## src/design/ssr_map.svh

```systemverilog
`ifndef SSR_MAP_SVH
`define SSR_MAP_SVH

// Register byte offsets
`define SSR_OFS_CTRL       8'h00
`define SSR_OFS_STATUS     8'h04
`define SSR_OFS_RX_WORD    8'h08
`define SSR_OFS_REQ        8'h0c
`define SSR_OFS_RELAY      8'h10
`define SSR_OFS_FRAMES     8'h14

// Control fields
`define SSR_CTRL_HOLD      0
`define SSR_CTRL_RELAY_EN  1
`define SSR_CTRL_SRC_LO    2
`define SSR_CTRL_SRC_W     3
`define SSR_CTRL_RESET     32'h0000_001e

// Status fields
`define SSR_ST_LEVEL_LO    0
`define SSR_ST_PEND        2
`define SSR_ST_LOAD        3
`define SSR_ST_BITS_LO     8

// Function word layout
`define SSR_FRAME_BITS     32
`define SSR_MOTOR_LO       0
`define SSR_MOTOR_N        6
`define SSR_ROOM_LO        8
`define SSR_ROOM_N         7

`endif

```

## src/design/ssr_pkg.sv

```systemverilog
package ssr_pkg;

  // Motor direction channels, bit 0 is head raise
  typedef struct packed {
    logic height_lower_relay;
    logic height_raise_relay;
    logic foot_lower_relay;
    logic foot_raise_relay;
    logic head_lower_relay;
    logic head_raise_relay;
  } ssr_motor_t;

  // Room channels, bit 0 is the television
  typedef struct packed {
    logic indirect_left_relay;
    logic indirect_right_relay;
    logic direct_left_relay;
    logic direct_right_relay;
    logic radio_right_relay;
    logic radio_left_relay;
    logic tv_relay;
  } ssr_room_t;

  // One captured function frame on its way to the decoder
  typedef struct packed {
    logic [31:0] word;
  } ssr_frame_t;

endpackage : ssr_pkg

```

## src/design/ssr_sync.sv

```systemverilog
`timescale 1ns/1ps
module ssr_sync #(
  parameter int W = 1
) (
  input  wire logic         pclk,
  input  wire logic         presetn,
  input  wire logic [W-1:0] async_in,
  output logic      [W-1:0] sync_out
);

  logic [W-1:0] meta_q;

  // Two stages; only the second stage is read outside
  always_ff @(posedge pclk or negedge presetn) begin
    if (!presetn) begin
      meta_q   <= '0;
      sync_out <= '0;
    end else begin
      meta_q   <= async_in;
      sync_out <= meta_q;
    end
  end

endmodule : ssr_sync

```

## src/design/ssr_buf2.sv

```systemverilog
`timescale 1ns/1ps
module ssr_buf2
  import ssr_pkg::*;
#(
  parameter int DEPTH = 2
) (
  input  wire logic       pclk,
  input  wire logic       presetn,
  input  wire logic       in_valid,
  output logic            in_ready,
  input  wire ssr_frame_t in_data,
  output logic            out_valid,
  input  wire logic       out_ready,
  output ssr_frame_t      out_data,
  output logic [1:0]      level
);

  localparam int AW = (DEPTH > 1) ? $clog2(DEPTH) : 1;

  ssr_frame_t          mem_q [DEPTH];
  logic [AW-1:0]       wr_q;
  logic [AW-1:0]       rd_q;
  logic [AW:0]         cnt_q;
  logic                push;
  logic                pop;

  assign in_ready  = (cnt_q != (AW+1)'(DEPTH));
  assign out_valid = (cnt_q != '0);
  assign out_data  = mem_q[rd_q];
  assign push      = in_valid && in_ready;
  assign pop       = out_valid && out_ready;
  assign level     = 2'(cnt_q);

  // Storage entries, written by index
  always_ff @(posedge pclk or negedge presetn) begin
    if (!presetn) begin
      for (int i = 0; i < DEPTH; i++) mem_q[i] <= '0;
    end else if (push) begin
      mem_q[wr_q] <= in_data;
    end
  end

  // Pointers and fill count
  always_ff @(posedge pclk or negedge presetn) begin
    if (!presetn) begin
      wr_q  <= '0;
      rd_q  <= '0;
      cnt_q <= '0;
    end else begin
      if (push) wr_q <= (wr_q == AW'(DEPTH-1)) ? '0 : wr_q + 1'b1;
      if (pop)  rd_q <= (rd_q == AW'(DEPTH-1)) ? '0 : rd_q + 1'b1;
      if (push && !pop) cnt_q <= cnt_q + 1'b1;
      else if (pop && !push) cnt_q <= cnt_q - 1'b1;
    end
  end

endmodule : ssr_buf2

```

## src/design/ssr_top.sv

```systemverilog
// How it works
// - While load select is high and no frame is pending, capture all switch states.
// - Load low freezes the capture; one bit leaves per link clock pulse.
// - Each transfer is 32 bits, one distinct function per bit.
// - A high request on a relay channel pulls its driver output low.
// - Seven room relays: television, radios, direct and indirect lights.
// - Motors use a supervisory relay plus six direction relays.
// - Supervisory relay is on whenever any motor request is active.
// - Motor power only when supervisory and direction relay are both on.
// - Requests from both siderails and pendant combine by OR.
`timescale 1ns/1ps
`include "ssr_map.svh"
module ssr_top
  import ssr_pkg::*;
(
  input  wire logic                pclk,
  input  wire logic                presetn,
  input  wire logic [7:0]          paddr,
  input  wire logic                psel,
  input  wire logic                penable,
  input  wire logic                pwrite,
  input  wire logic [31:0]         pwdata,
  output logic      [31:0]         prdata,
  output logic                     pready,
  output logic                     pslverr,
  input  wire logic [31:0]         switch_in,
  input  wire logic                link_clk,
  input  wire logic                load_shift_select,
  output logic                     serial_data,
  input  wire logic [31:0]         other_rail_req,
  input  wire logic [5:0]          pendant_req,
  output ssr_room_t                room_relay_drv_n,
  output ssr_motor_t               motor_relay_drv_n,
  output logic                     supervisory_motor_relay_drv_n
);

  // Frame and channel widths follow the map header
  localparam int NB = `SSR_FRAME_BITS;
  localparam int NM = `SSR_MOTOR_N;
  localparam int NR = `SSR_ROOM_N;

  // Synchronised pin inputs
  logic [NB-1:0] sw_s;
  logic [NB-1:0] other_s;
  logic [NM-1:0] pend_s;
  logic          lclk_s;
  logic          load_s;

  // Scan and shift state
  logic          lclk_prev_q;
  logic          load_prev_q;
  logic [NB-1:0] shift_q;
  logic          serial_q;
  logic [5:0]    bits_q;
  ssr_frame_t    frame_q;
  logic          pend_q;

  // Buffer hand-shake
  logic          buf_in_ready;
  logic          buf_out_valid;
  logic          buf_out_ready;
  ssr_frame_t    buf_out_data;
  logic [1:0]    buf_level;

  // Decoder and relay state
  logic [NB-1:0] rx_word_q;
  logic [31:0]   frames_q;
  logic [NB-1:0] req_w;
  logic [NM-1:0] motor_on_q;
  logic [NR-1:0] room_on_q;
  logic          sup_on_q;
  logic [NM-1:0] motor_drv_n_q;
  logic [NR-1:0] room_drv_n_q;
  logic          sup_drv_n_q;
  logic [NM-1:0] motor_pwr_q;

  // Register bus state
  logic [31:0]   ctrl_q;
  logic [31:0]   prdata_q;
  logic          pready_q;
  logic          pslverr_q;
  logic [31:0]   rd_mux;
  logic          addr_ok;

  // Edge strobes and bus helpers
  logic          lclk_fall;
  logic          load_fall;
  logic          wr_take;
  logic [2:0]    src_en;

  // Pins from the main board and the switches arrive asynchronously
  ssr_sync #(.W(NB)) u_sync_sw (
    .pclk     (pclk),
    .presetn  (presetn),
    .async_in (switch_in),
    .sync_out (sw_s)
  );

  ssr_sync #(.W(NB)) u_sync_other (
    .pclk     (pclk),
    .presetn  (presetn),
    .async_in (other_rail_req),
    .sync_out (other_s)
  );

  ssr_sync #(.W(NM + 2)) u_sync_ctl (
    .pclk     (pclk),
    .presetn  (presetn),
    .async_in ({pendant_req, link_clk, load_shift_select}),
    .sync_out ({pend_s, lclk_s, load_s})
  );

  // Edge history of the synchronised link signals
  always_ff @(posedge pclk or negedge presetn) begin
    if (!presetn) begin
      lclk_prev_q <= 1'b0;
      load_prev_q <= 1'b0;
    end else begin
      lclk_prev_q <= lclk_s;
      load_prev_q <= load_s;
    end
  end

  // A fall needs a high history, so leaving reset never fakes an edge
  assign lclk_fall = lclk_prev_q && !lclk_s;
  assign load_fall = load_prev_q && !load_s;

  // Shift register: capture, freeze and shift toward the data pin.
  // Capture pauses while a frozen frame waits for buffer room; a load
  // fall in that time is not handed to the decoder.
  always_ff @(posedge pclk or negedge presetn) begin
    if (!presetn) begin
      shift_q  <= '0;
      serial_q <= 1'b0;
      bits_q   <= '0;
    end else if (load_s) begin
      if (!pend_q) begin
        shift_q  <= sw_s;
        serial_q <= sw_s[0];
      end
      bits_q <= '0;
    end else if (load_fall) begin
      serial_q <= shift_q[0];
      bits_q   <= 6'h01;
    end else if (lclk_fall) begin
      shift_q  <= {1'b0, shift_q[NB-1:1]};
      serial_q <= shift_q[1];
      if (bits_q != 6'(NB)) begin
        bits_q <= bits_q + 6'h01;
      end
    end
  end

  assign serial_data = serial_q;

  // Frozen frame waits here until the buffer accepts it
  // A load fall while a frame is still pending is dropped, not queued
  always_ff @(posedge pclk or negedge presetn) begin
    if (!presetn) begin
      frame_q <= '0;
      pend_q  <= 1'b0;
    end else if (load_fall && !pend_q) begin
      frame_q <= ssr_frame_t'(shift_q);
      pend_q  <= 1'b1;
    end else if (pend_q && buf_in_ready) begin
      pend_q <= 1'b0;
    end
  end

  // Software hold stalls the drain so the buffer really fills
  assign buf_out_ready = !ctrl_q[`SSR_CTRL_HOLD];

  ssr_buf2 #(.DEPTH(2)) u_buf (
    .pclk      (pclk),
    .presetn   (presetn),
    .in_valid  (pend_q),
    .in_ready  (buf_in_ready),
    .in_data   (frame_q),
    .out_valid (buf_out_valid),
    .out_ready (buf_out_ready),
    .out_data  (buf_out_data),
    .level     (buf_level)
  );

  // Latest decoded frame and frame count
  always_ff @(posedge pclk or negedge presetn) begin
    if (!presetn) begin
      rx_word_q <= '0;
      frames_q  <= '0;
    end else if (buf_out_valid && buf_out_ready) begin
      rx_word_q <= buf_out_data.word;
      frames_q  <= frames_q + 32'h0000_0001;
    end
  end

  assign src_en = ctrl_q[`SSR_CTRL_SRC_LO +: `SSR_CTRL_SRC_W];
  always_comb begin
    req_w = '0;
    if (src_en[0]) req_w = req_w | rx_word_q;
    if (src_en[1]) req_w = req_w | other_s;
    if (src_en[2]) req_w[`SSR_MOTOR_LO +: NM] = req_w[`SSR_MOTOR_LO +: NM] | pend_s;
  end

  // Per-channel relay requests; global enable gates every coil
  // Limitation: opposing directions are not cancelled in this block
  genvar gm;
  generate
    for (gm = 0; gm < NM; gm++) begin : g_motor
      always_ff @(posedge pclk or negedge presetn) begin
        if (!presetn) begin
          motor_on_q[gm] <= 1'b0;
        end else begin
          motor_on_q[gm] <= req_w[`SSR_MOTOR_LO + gm] && ctrl_q[`SSR_CTRL_RELAY_EN];
        end
      end
      always_ff @(posedge pclk or negedge presetn) begin
        if (!presetn) begin
          motor_drv_n_q[gm] <= 1'b1;
        end else begin
          motor_drv_n_q[gm] <= !motor_on_q[gm];
        end
      end
      always_ff @(posedge pclk or negedge presetn) begin
        if (!presetn) begin
          motor_pwr_q[gm] <= 1'b0;
        end else begin
          motor_pwr_q[gm] <= sup_on_q && motor_on_q[gm];
        end
      end
    end
  endgenerate

  // Room channels use the same two-stage drive as the motors
  genvar gr;
  generate
    for (gr = 0; gr < NR; gr++) begin : g_room
      always_ff @(posedge pclk or negedge presetn) begin
        if (!presetn) begin
          room_on_q[gr] <= 1'b0;
        end else begin
          room_on_q[gr] <= req_w[`SSR_ROOM_LO + gr] && ctrl_q[`SSR_CTRL_RELAY_EN];
        end
      end
      always_ff @(posedge pclk or negedge presetn) begin
        if (!presetn) begin
          room_drv_n_q[gr] <= 1'b1;
        end else begin
          room_drv_n_q[gr] <= !room_on_q[gr];
        end
      end
    end
  endgenerate

  // Supervisory relay follows the motor requests, not the direction chosen
  always_ff @(posedge pclk or negedge presetn) begin
    if (!presetn) begin
      sup_on_q    <= 1'b0;
      sup_drv_n_q <= 1'b1;
    end else begin
      sup_on_q    <= |(req_w[`SSR_MOTOR_LO +: NM]) && ctrl_q[`SSR_CTRL_RELAY_EN];
      sup_drv_n_q <= !sup_on_q;
    end
  end

  // Relay drivers leave the block straight from their flip-flops
  assign motor_relay_drv_n             = ssr_motor_t'(motor_drv_n_q);
  assign room_relay_drv_n              = ssr_room_t'(room_drv_n_q);
  assign supervisory_motor_relay_drv_n = sup_drv_n_q;

  // Register read decode, sampled in the setup cycle
  always_comb begin
    rd_mux  = '0;
    addr_ok = 1'b1;
    unique case (paddr)
      `SSR_OFS_CTRL:    rd_mux = ctrl_q;
      `SSR_OFS_STATUS: begin
        rd_mux[`SSR_ST_LEVEL_LO +: 2] = buf_level;
        rd_mux[`SSR_ST_PEND]          = pend_q;
        rd_mux[`SSR_ST_LOAD]          = load_s;
        rd_mux[`SSR_ST_BITS_LO +: 6]  = bits_q;
      end
      `SSR_OFS_RX_WORD: rd_mux = rx_word_q;
      `SSR_OFS_REQ:     rd_mux = req_w;
      `SSR_OFS_RELAY: begin
        rd_mux[`SSR_MOTOR_LO +: NM] = motor_on_q;
        rd_mux[`SSR_ROOM_LO +: NR]  = room_on_q;
        rd_mux[16 +: NM]            = motor_pwr_q;
        rd_mux[24]                  = sup_on_q;
      end
      `SSR_OFS_FRAMES:  rd_mux = frames_q;
      default:          addr_ok = 1'b0;
    endcase
  end

  // No wait state: answer is prepared in setup, given in the first access cycle
  always_ff @(posedge pclk or negedge presetn) begin
    if (!presetn) begin
      pready_q  <= 1'b0;
      pslverr_q <= 1'b0;
      prdata_q  <= '0;
    end else if (psel && !penable) begin
      pready_q  <= 1'b1;
      pslverr_q <= !addr_ok;
      // Writes answer with zero data
      prdata_q  <= pwrite ? 32'h0000_0000 : rd_mux;
    end else begin
      pready_q  <= 1'b0;
      pslverr_q <= 1'b0;
    end
  end

  // Bus answer outputs come straight from registers
  assign prdata  = prdata_q;
  assign pready  = pready_q;
  assign pslverr = pslverr_q;

  // Control register write at the completing access edge
  assign wr_take = psel && penable && pready_q && pwrite;
  always_ff @(posedge pclk or negedge presetn) begin
    if (!presetn) begin
      ctrl_q <= `SSR_CTRL_RESET;
    end else if (wr_take && paddr == `SSR_OFS_CTRL) begin
      // Bits above the control fields read back as zero
      ctrl_q <= pwdata & 32'h0000_001f;
    end
  end

endmodule : ssr_top

```

## config.mk

```make
export PLATFORM = sky130hd
export DESIGN_NAME = ssr_top
export DESIGN_NICKNAME = d
export VERILOG_FILES = /design/src/design/ssr_pkg.sv /design/src/design/ssr_sync.sv /design/src/design/ssr_buf2.sv /design/src/design/ssr_top.sv
export VERILOG_INCLUDE_DIRS = /design/src /design/src/design
export SDC_FILE = /design/constraint.sdc
export NUM_CORES = 1
export LEC_CHECK = 0
export BUFFER_PORTS_ARGS = -buffer_cell sky130_fd_sc_hd__buf_2
export CAP_MARGIN = 30
export CORE_MARGIN = 3
export CORE_UTILIZATION = 58
export CTS_CLUSTER_SIZE = 40
export DETAILED_ROUTE_END_ITERATION = 6
export PLACE_DENSITY = 0.77
export SYNTH_ARGS = -nofsm -noshare
export SYNTH_HDL_FRONTEND = slang
export SYNTH_SLANG_ARGS = --single-unit
```

## constraint.sdc

```tcl
create_clock -name pclk -period 2.62 [get_ports pclk]
set_clock_uncertainty 0.15 [all_clocks]
set_input_delay 0.524 -clock pclk [delete_from_list [all_inputs] [get_ports pclk]]
set_output_delay 0.524 -clock pclk [all_outputs]
set_load 0.005 [all_outputs]
```

==> out/summary.txt, run 1 <==
Hold crit path type = in -> reg
Sequential-to-total area share from yosys stat = 0.672
Syn Nets = 1281
Vert. Die Dim = 171 um
Clock sinks = 423
Post-CTS Resized = 0
Via Count = 9820
Overall Global Routing Usage = 0.228
Unique masters post-synth = 59
CP max stage cell = or4_4
CTS tree = done
Setup violations, final = 0
Setup tns final = 0 ns
CP startpoint kind = register
Detail Placement HPWL = 21000 um
DIE AREA = 29200 um^2
Synthesis Warnings = 0
Cells after synthesis = 1160
Mapped Avg Cell Area = 13.6 um^2
WL final = 32300 um
Fillers = 1739
CP cell instances = nand4_2 -> or4_4 -> nor4_1 -> xor2_1
RSZ-0062 raised after global routing = false
Gr ovfl total = 0
CP arrival = 2.38 ns
Pwr per Cell Area = 961 nW/um^2
First-pass GRT wire length = 52400 um
Via density = 5.60
Ys async rst share = 1.00
Slew margin rel. = 0.456
Met3 usage = 0.0351
RD Place Congestion = 0.872
Layout net count = 1506
CP peak stage delay = 0.59 ns
Antenna Nets Post-Route = 0
Worst VDD drop = 546 uV
Slew Limit Fails = 0
Root buffer cell = clkbuf_16
MaxCap Viol Count = 0
CTS Buffer Depth = 3
Synth Flop Type = dfrtp_1
Worst Path Required = 2.92 ns
Synthesized flop and latch total = 423
Die W = 171 um
Final Hold Viols = 0
Post-synth EDFFs = 0
IO Count = 166
Setup CP Type = reg -> reg
Crit Path Max Fanout = 17
Reg clk slew, reported paths = 0.06 ns
Met1 GRT Util = 0.330
Met2 Resource Use GR = 0.356
Initial cell density of the core = 0.597
Layout Area Growth over Synthesis = 21.8%
1st-pass router iterations = 5
Crit end category = register
CTS H-tree lvls = 2
CORE AREA = 26400 um^2
Leak = 8.87 nW
Pin count of the biggest net entering global routing = 76
F_max = 0.481 GHz
DRC = 0
Minimum clock period = 2.08 ns
Layout cells sized above 1 = 0.271
Input/output buffers = 138
CP Buf/Inv Count = 0
Final worst path period share = 0.794
Starting DRC count in detailed routing = 813
Clk_lat worst skew = 0.54 ns
Top Usage Layer GRT = met2
R2R setup slack = 0.54 ns
Status = finished clean
Vias in the first global route = 9879
Mapped Area = 15800 um^2
CTS Buf Count = 42
Hold slack = 0.0823 ns
FP Rows = 59
Initial antenna violation count = 0
Top delay family on crit path = simple AND/OR/NAND/NOR gates
Slew @ Worst Pin = 0.816 ns
Wire length per cell = 18.4 um
kinds of logic after synthesis:
family	count (synthesis)	share of synthesized area
xor+xnor	40	0.0222
fa+ha+maj	4	0.00317
flops	423	0.672
mux	181	0.126
compound gates	193	0.0817
simple gates	222	0.0696
buf+inv	97	0.0250
worst register-to-register path, delay by kind of cell (launching register included):
family           cells  cell delay [ns]
flip-flops           1             0.47
AND/OR/NAND/NOR      3             1.20
XOR/XNOR             1             0.18
stage by stage:
stage	worst slack, ns	std cells	cell area, um^2	utilization	total power [W]
after floorplan	0.425	1160	15800	-	0.0110
after global placement	0.393	1603	17000	0.643	0.0119
after detailed placement	0.402	1603	17000	0.643	0.0121
after CTS	0.536	1754	19200	0.727	0.0186
after global routing	0.380	1754	19200	0.727	0.0194
final	0.540	1755	19200	0.727	0.0185
timing repair:
item | in CTS | in global routing
hold buffers | 73 | 0
setup buffers | 0 | 0
hold endpoints to repair | 100 | 0
state kept, by name, indices dropped and copies added (netlist names), 32 cells and up:
register,cells
frame_q,32
shift_q,32
prdata,32
u_sync_sw.sync_out,32
u_buf.mem_q,64
rx_word_q,32
u_sync_other.sync_out,32
u_sync_sw.meta_q,32
frames_q,32
u_sync_other.meta_q,32
cells in the final DEF (no fill, tap or decap), drive strengths merged, types with 5 or more instances in the layout:
cell type / synthesis / layout
dfrtp: 405 / 405
buf: 17 / 170
nand2: 111 / 111
mux2: 102 / 102
o21ai: 90 / 90
mux2i: 75 / 75
dlygate4sd3: 0 / 73
clkbuf: 45 / 62
inv: 35 / 35
a22oi: 29 / 29
xnor2: 21 / 21
nor2: 21 / 21
xor2: 19 / 19
dfstp: 18 / 18
nand3: 17 / 17
nor3: 14 / 14
nor2b: 13 / 13
a22o: 13 / 13
o2bb2ai: 12 / 12
nor4: 11 / 11
clkinv: 0 / 10
nand4: 9 / 9
a21oi: 8 / 8
o22a: 7 / 7
a32oi: 7 / 7
a222oi: 6 / 6
nand2b: 5 / 5
o221ai: 5 / 5
bufinv: 0 / 5
a2bb2oi: 5 / 5
where the power goes:
part | internal (W) | total (W) | switching [W] | leakage (nW)
sequential | 0.00787 | 0.00887 | 0.000998 | 5.27
clock | 0.00391 | 0.00631 | 0.00240 | 0.745
combinational | 0.00167 | 0.00329 | 0.00161 | 2.85
cells in the mapped netlist, drive strengths merged (4+ instances only):
cell / number / area (um^2)
dfrtp: 405 / 10100
nand2: 111 / 417
mux2: 102 / 1150
o21ai: 90 / 450
mux2i: 75 / 751
clkbuf: 45 / 169
inv: 35 / 131
a22oi: 29 / 218
nor2: 21 / 78.8
xnor2: 21 / 184
xor2: 19 / 166
dfstp: 18 / 473
buf: 17 / 93.8
nand3: 17 / 90.1
nor3: 14 / 75.1
a22o: 13 / 114
nor2b: 13 / 81.3
o2bb2ai: 12 / 105
nor4: 11 / 96.3
nand4: 9 / 68.8
a21oi: 8 / 43.8
a32oi: 7 / 61.3
o22a: 7 / 61.3
a222oi: 6 / 60.1
a2bb2oi: 5 / 43.8
nand2b: 5 / 31.3
o221ai: 5 / 43.8
ha: 4 / 50.1
mux4: 4 / 90.1
layer usage:
layer	up-vias	routed length, um
li1	4535	-
met1	4901	14300
met2	320	15400
met3	64	1680
met4	0	964
met5	-	0
cell type report:
type	count	area (um^2)	area share
Antenna cell	1	2.50	0.000130
Clock buffer	62	1290	0.0671
Clock inverter	16	211	0.0110
Inverter	35	131	0.00684
Multi-Input combinational cell	640	4810	0.250
Sequential cell	423	10600	0.552
Tap cell	335	419	0.0218
Timing Repair Buffer	243	1750	0.0909
final timing paths:
kind                                      startpoint                      to  depth (start not counted)
worst max-delay path                     frames_q[4]            frames_q[22]                          4
worst min-delay path                       pwdata[4]               ctrl_q[4]                          2
worst max register to register           frames_q[4]            frames_q[22]                          4
worst min register to register  u_sync_sw.meta_q[23]  u_sync_sw.sync_out[23]                          0
max in group asynchronous                    presetn             shift_q[28]                          3
min in group asynchronous                    presetn               prdata[4]                          2
Note: power is estimated with default switching activity, not from simulation.
==> run 2, diff against run 1 <==
==> constraint.sdc (replaced) <==
create_clock -name pclk -period 2 [get_ports pclk]
set_clock_uncertainty 0.15 [all_clocks]
set_input_delay 0.4 -clock pclk [delete_from_list [all_inputs] [get_ports pclk]]
set_output_delay 0.4 -clock pclk [all_outputs]
set_load 0.005 [all_outputs]
==> run 2 against run 1 <==
- routed wire length up 7.0%
- critical path depth stayed put
- largest cell class unchanged
- register-to-register slack got worse by 0.48 ns
- flip-flop and latch count unchanged
- worst hold slack got worse by 0.031 ns
- sequential power up 31%
- clock power grew 37%
- count of clock-buffer cells in the layout down 5
- setup slack lost 0.48 ns
- power is 35% higher
- final cell count grew 1.3%
- critical path type unchanged
==> out/summary.txt, run 2 (same netlist as run 1, synthesis figures left out) <==
R2R cell count = 4 (unchanged)
F_max = 0.516 GHz (+7.4%)
Crit Path Max Fanout = 17 (unchanged)
Fillers = 1642 (-5.6%)
Via Count = 10100 (+2.6%)
Reg-to-Reg Start = frames_q[14]
Leak = 9.08 nW (+2.5%)
Clk_lat worst skew = 0.53 ns (about the same)
MaxCap Viol Count = 0 (unchanged)
CTS Buffer Depth = 3 (unchanged)
Vias in the first global route = 10400 (+5.5%)
Setup violations, final = 0 (unchanged)
Setup bufs post-CTS = 0 (unchanged)
CP startpoint kind = register
Setup CP Type = reg -> reg
Final Hold Viols = 0 (unchanged)
Reg clk slew, reported paths = 0.06 ns (about the same)
Wire length per cell = 19.5 um (+5.7%)
Final worst path period share = 0.968 (+0.175)
Crit end category = register
Largest register FFs = 64 (unchanged)
Worst Path Required = 2.32 ns (-0.60 ns)
1st-pass router iterations = 5 (unchanged)
Pwr per Cell Area = 1270 nW/um^2 (+32%)
Input/output buffers = 138 (unchanged)
CP arrival = 2.25 ns (-0.13 ns)
First-pass GRT wire length = 55300 um (+5.6%)
Critical R2R Capture = frames_q[25]
Die W = 171 um (unchanged)
RD Place Congestion = 0.872 (about the same)
CTS tree = done
Via density = 5.67 (+1.4%)
CTS H-tree lvls = 2 (unchanged)
Pre-CTS WS = -0.142 ns (-0.543 ns)
Antenna Nets Post-Route = 0 (unchanged)
Worst Setup SP = frames_q[14]
Layout net count = 1531 (+1.7%)
Final setup margin = 0.0631 ns (-0.477 ns)
Most common cell after layout, fill and taps aside = dfrtp_1
Minimum clock period = 1.94 ns (-0.143 ns)
Layout Area Growth over Synthesis = 24.6%
Commonest non-fill, non-tap cells in the layout = 404 x dfrtp_1, 137 x buf_2, 111 x nand2_1
Layout cells sized above 1 = 0.285 (+0.0144)
R2R setup slack = 0.06 ns (-0.48 ns)
Slew @ Worst Pin = 0.560 ns (-0.256 ns)
Slew margin rel. = 0.627 (+0.171)
Status = finished clean
FP Rows = 59 (unchanged)
Starting DRC count in detailed routing = 901 (+11%)
Min-Delay Endpoint = pslverr
Initial antenna violation count = 0 (unchanged)
Hold path cells = 3 (+1)
RSZ-0062 raised after global routing = true
CORE AREA = 26400 um^2 (unchanged)
WL final = 34600 um (+7.0%)
IO Count = 166 (unchanged)
Placed Cells = 1624 (+1.3%)
Slew Limit Fails = 0 (unchanged)
Hold Path Origin = paddr[3]
Gr ovfl total = 0 (unchanged)
N_diodes = 0 (-1)
CTS Buf Count = 41 (-2.4%)
Initial cell density of the core = 0.597 (unchanged)
DRC = 0 (unchanged)
Layout Cells excl Fill = 1777 (+1.3%)
Detail Placement HPWL = 21600 um (+2.8%)
Vert. Die Dim = 171 um (unchanged)
Clock sinks = 423 (unchanged)
DIE AREA = 29200 um^2 (unchanged)
Root buffer cell = clkbuf_16
Worst VDD drop = 818 uV (+50%)
Hold crit path type = in -> reg
Overall Global Routing Usage = 0.241 (+0.0137)
Biggest register = u_buf.mem_q
Pin count of the biggest net entering global routing = 65 (-14%)
==> run 2: power breakdown <==
group | switching [W] | internal [W] | leakage [nW]
sequential | 0.00130 | 0.0103 | 5.27
combinational | 0.00234 | 0.00239 | 3.06
clock | 0.00319 | 0.00543 | 0.752
==> run 2: worst max-delay path by stage <==
stage | cells past startpoint | endpoint | slack [ns]
global route | 4 | frames_q[25] | -0.04
CTS | 6 | frames_q[22] | 0.01
detailed placement | 6 | prdata[18] | -0.14
finish | 4 | frames_q[25] | 0.06
floorplan | 4 | ctrl_q[0] | 0.03
global placement | 6 | prdata[18] | -0.12
==> run 2: worst max-delay path, stage by stage (launching register included) <==
cell	delay, ns
dfrtp_1	0.42
inv_1	0.06
or4_4	0.70
nor4_1	0.37
xor2_1	0.17
==> run 2: final cells by class <==
type	instances	area (um^2)	area share
clock inverters	18	327	0.0166
repair buffers	269	2090	0.106
well taps	335	419	0.0213
multi-input cells	640	4880	0.248
inverters	35	131	0.00668
flip-flops and latches	423	10600	0.539
clock buffers	57	1220	0.0620
==> run 2: what timing repair did <==
item	4_1_cts	5_1_grt
hold buffers	78	0
hold endpoints to repair	266	0
endpoints found under the setup margin	1	65
gates resized for setup	1	13
==> run 2: through the flow <==
step / total power, W / util / TNS [ns] / hold WS, ns / area (um^2)
CTS: 0.0250 / 0.742 / 0 / 0.0236 / 19600
finish: 0.0250 / 0.744 / 0 / 0.0508 / 19700
global route: 0.0261 / 0.744 / -0.0905 / 0.0471 / 19700
global placement: 0.0158 / 0.653 / -0.272 / 0.171 / 17300
floorplan: 0.0144 / - / 0 / -0.0456 / 15800
detailed placement: 0.0161 / 0.653 / -0.393 / 0.168 / 17300
==> run 2: routing by layer <==
metal	vias up	global-route usage	wire length [um]
met5	-	0	0
met4	0	0.0994	1430
met3	101	0.0462	2110
met2	372	0.386	16500
met1	5031	0.331	14600
li1	4575	-	-
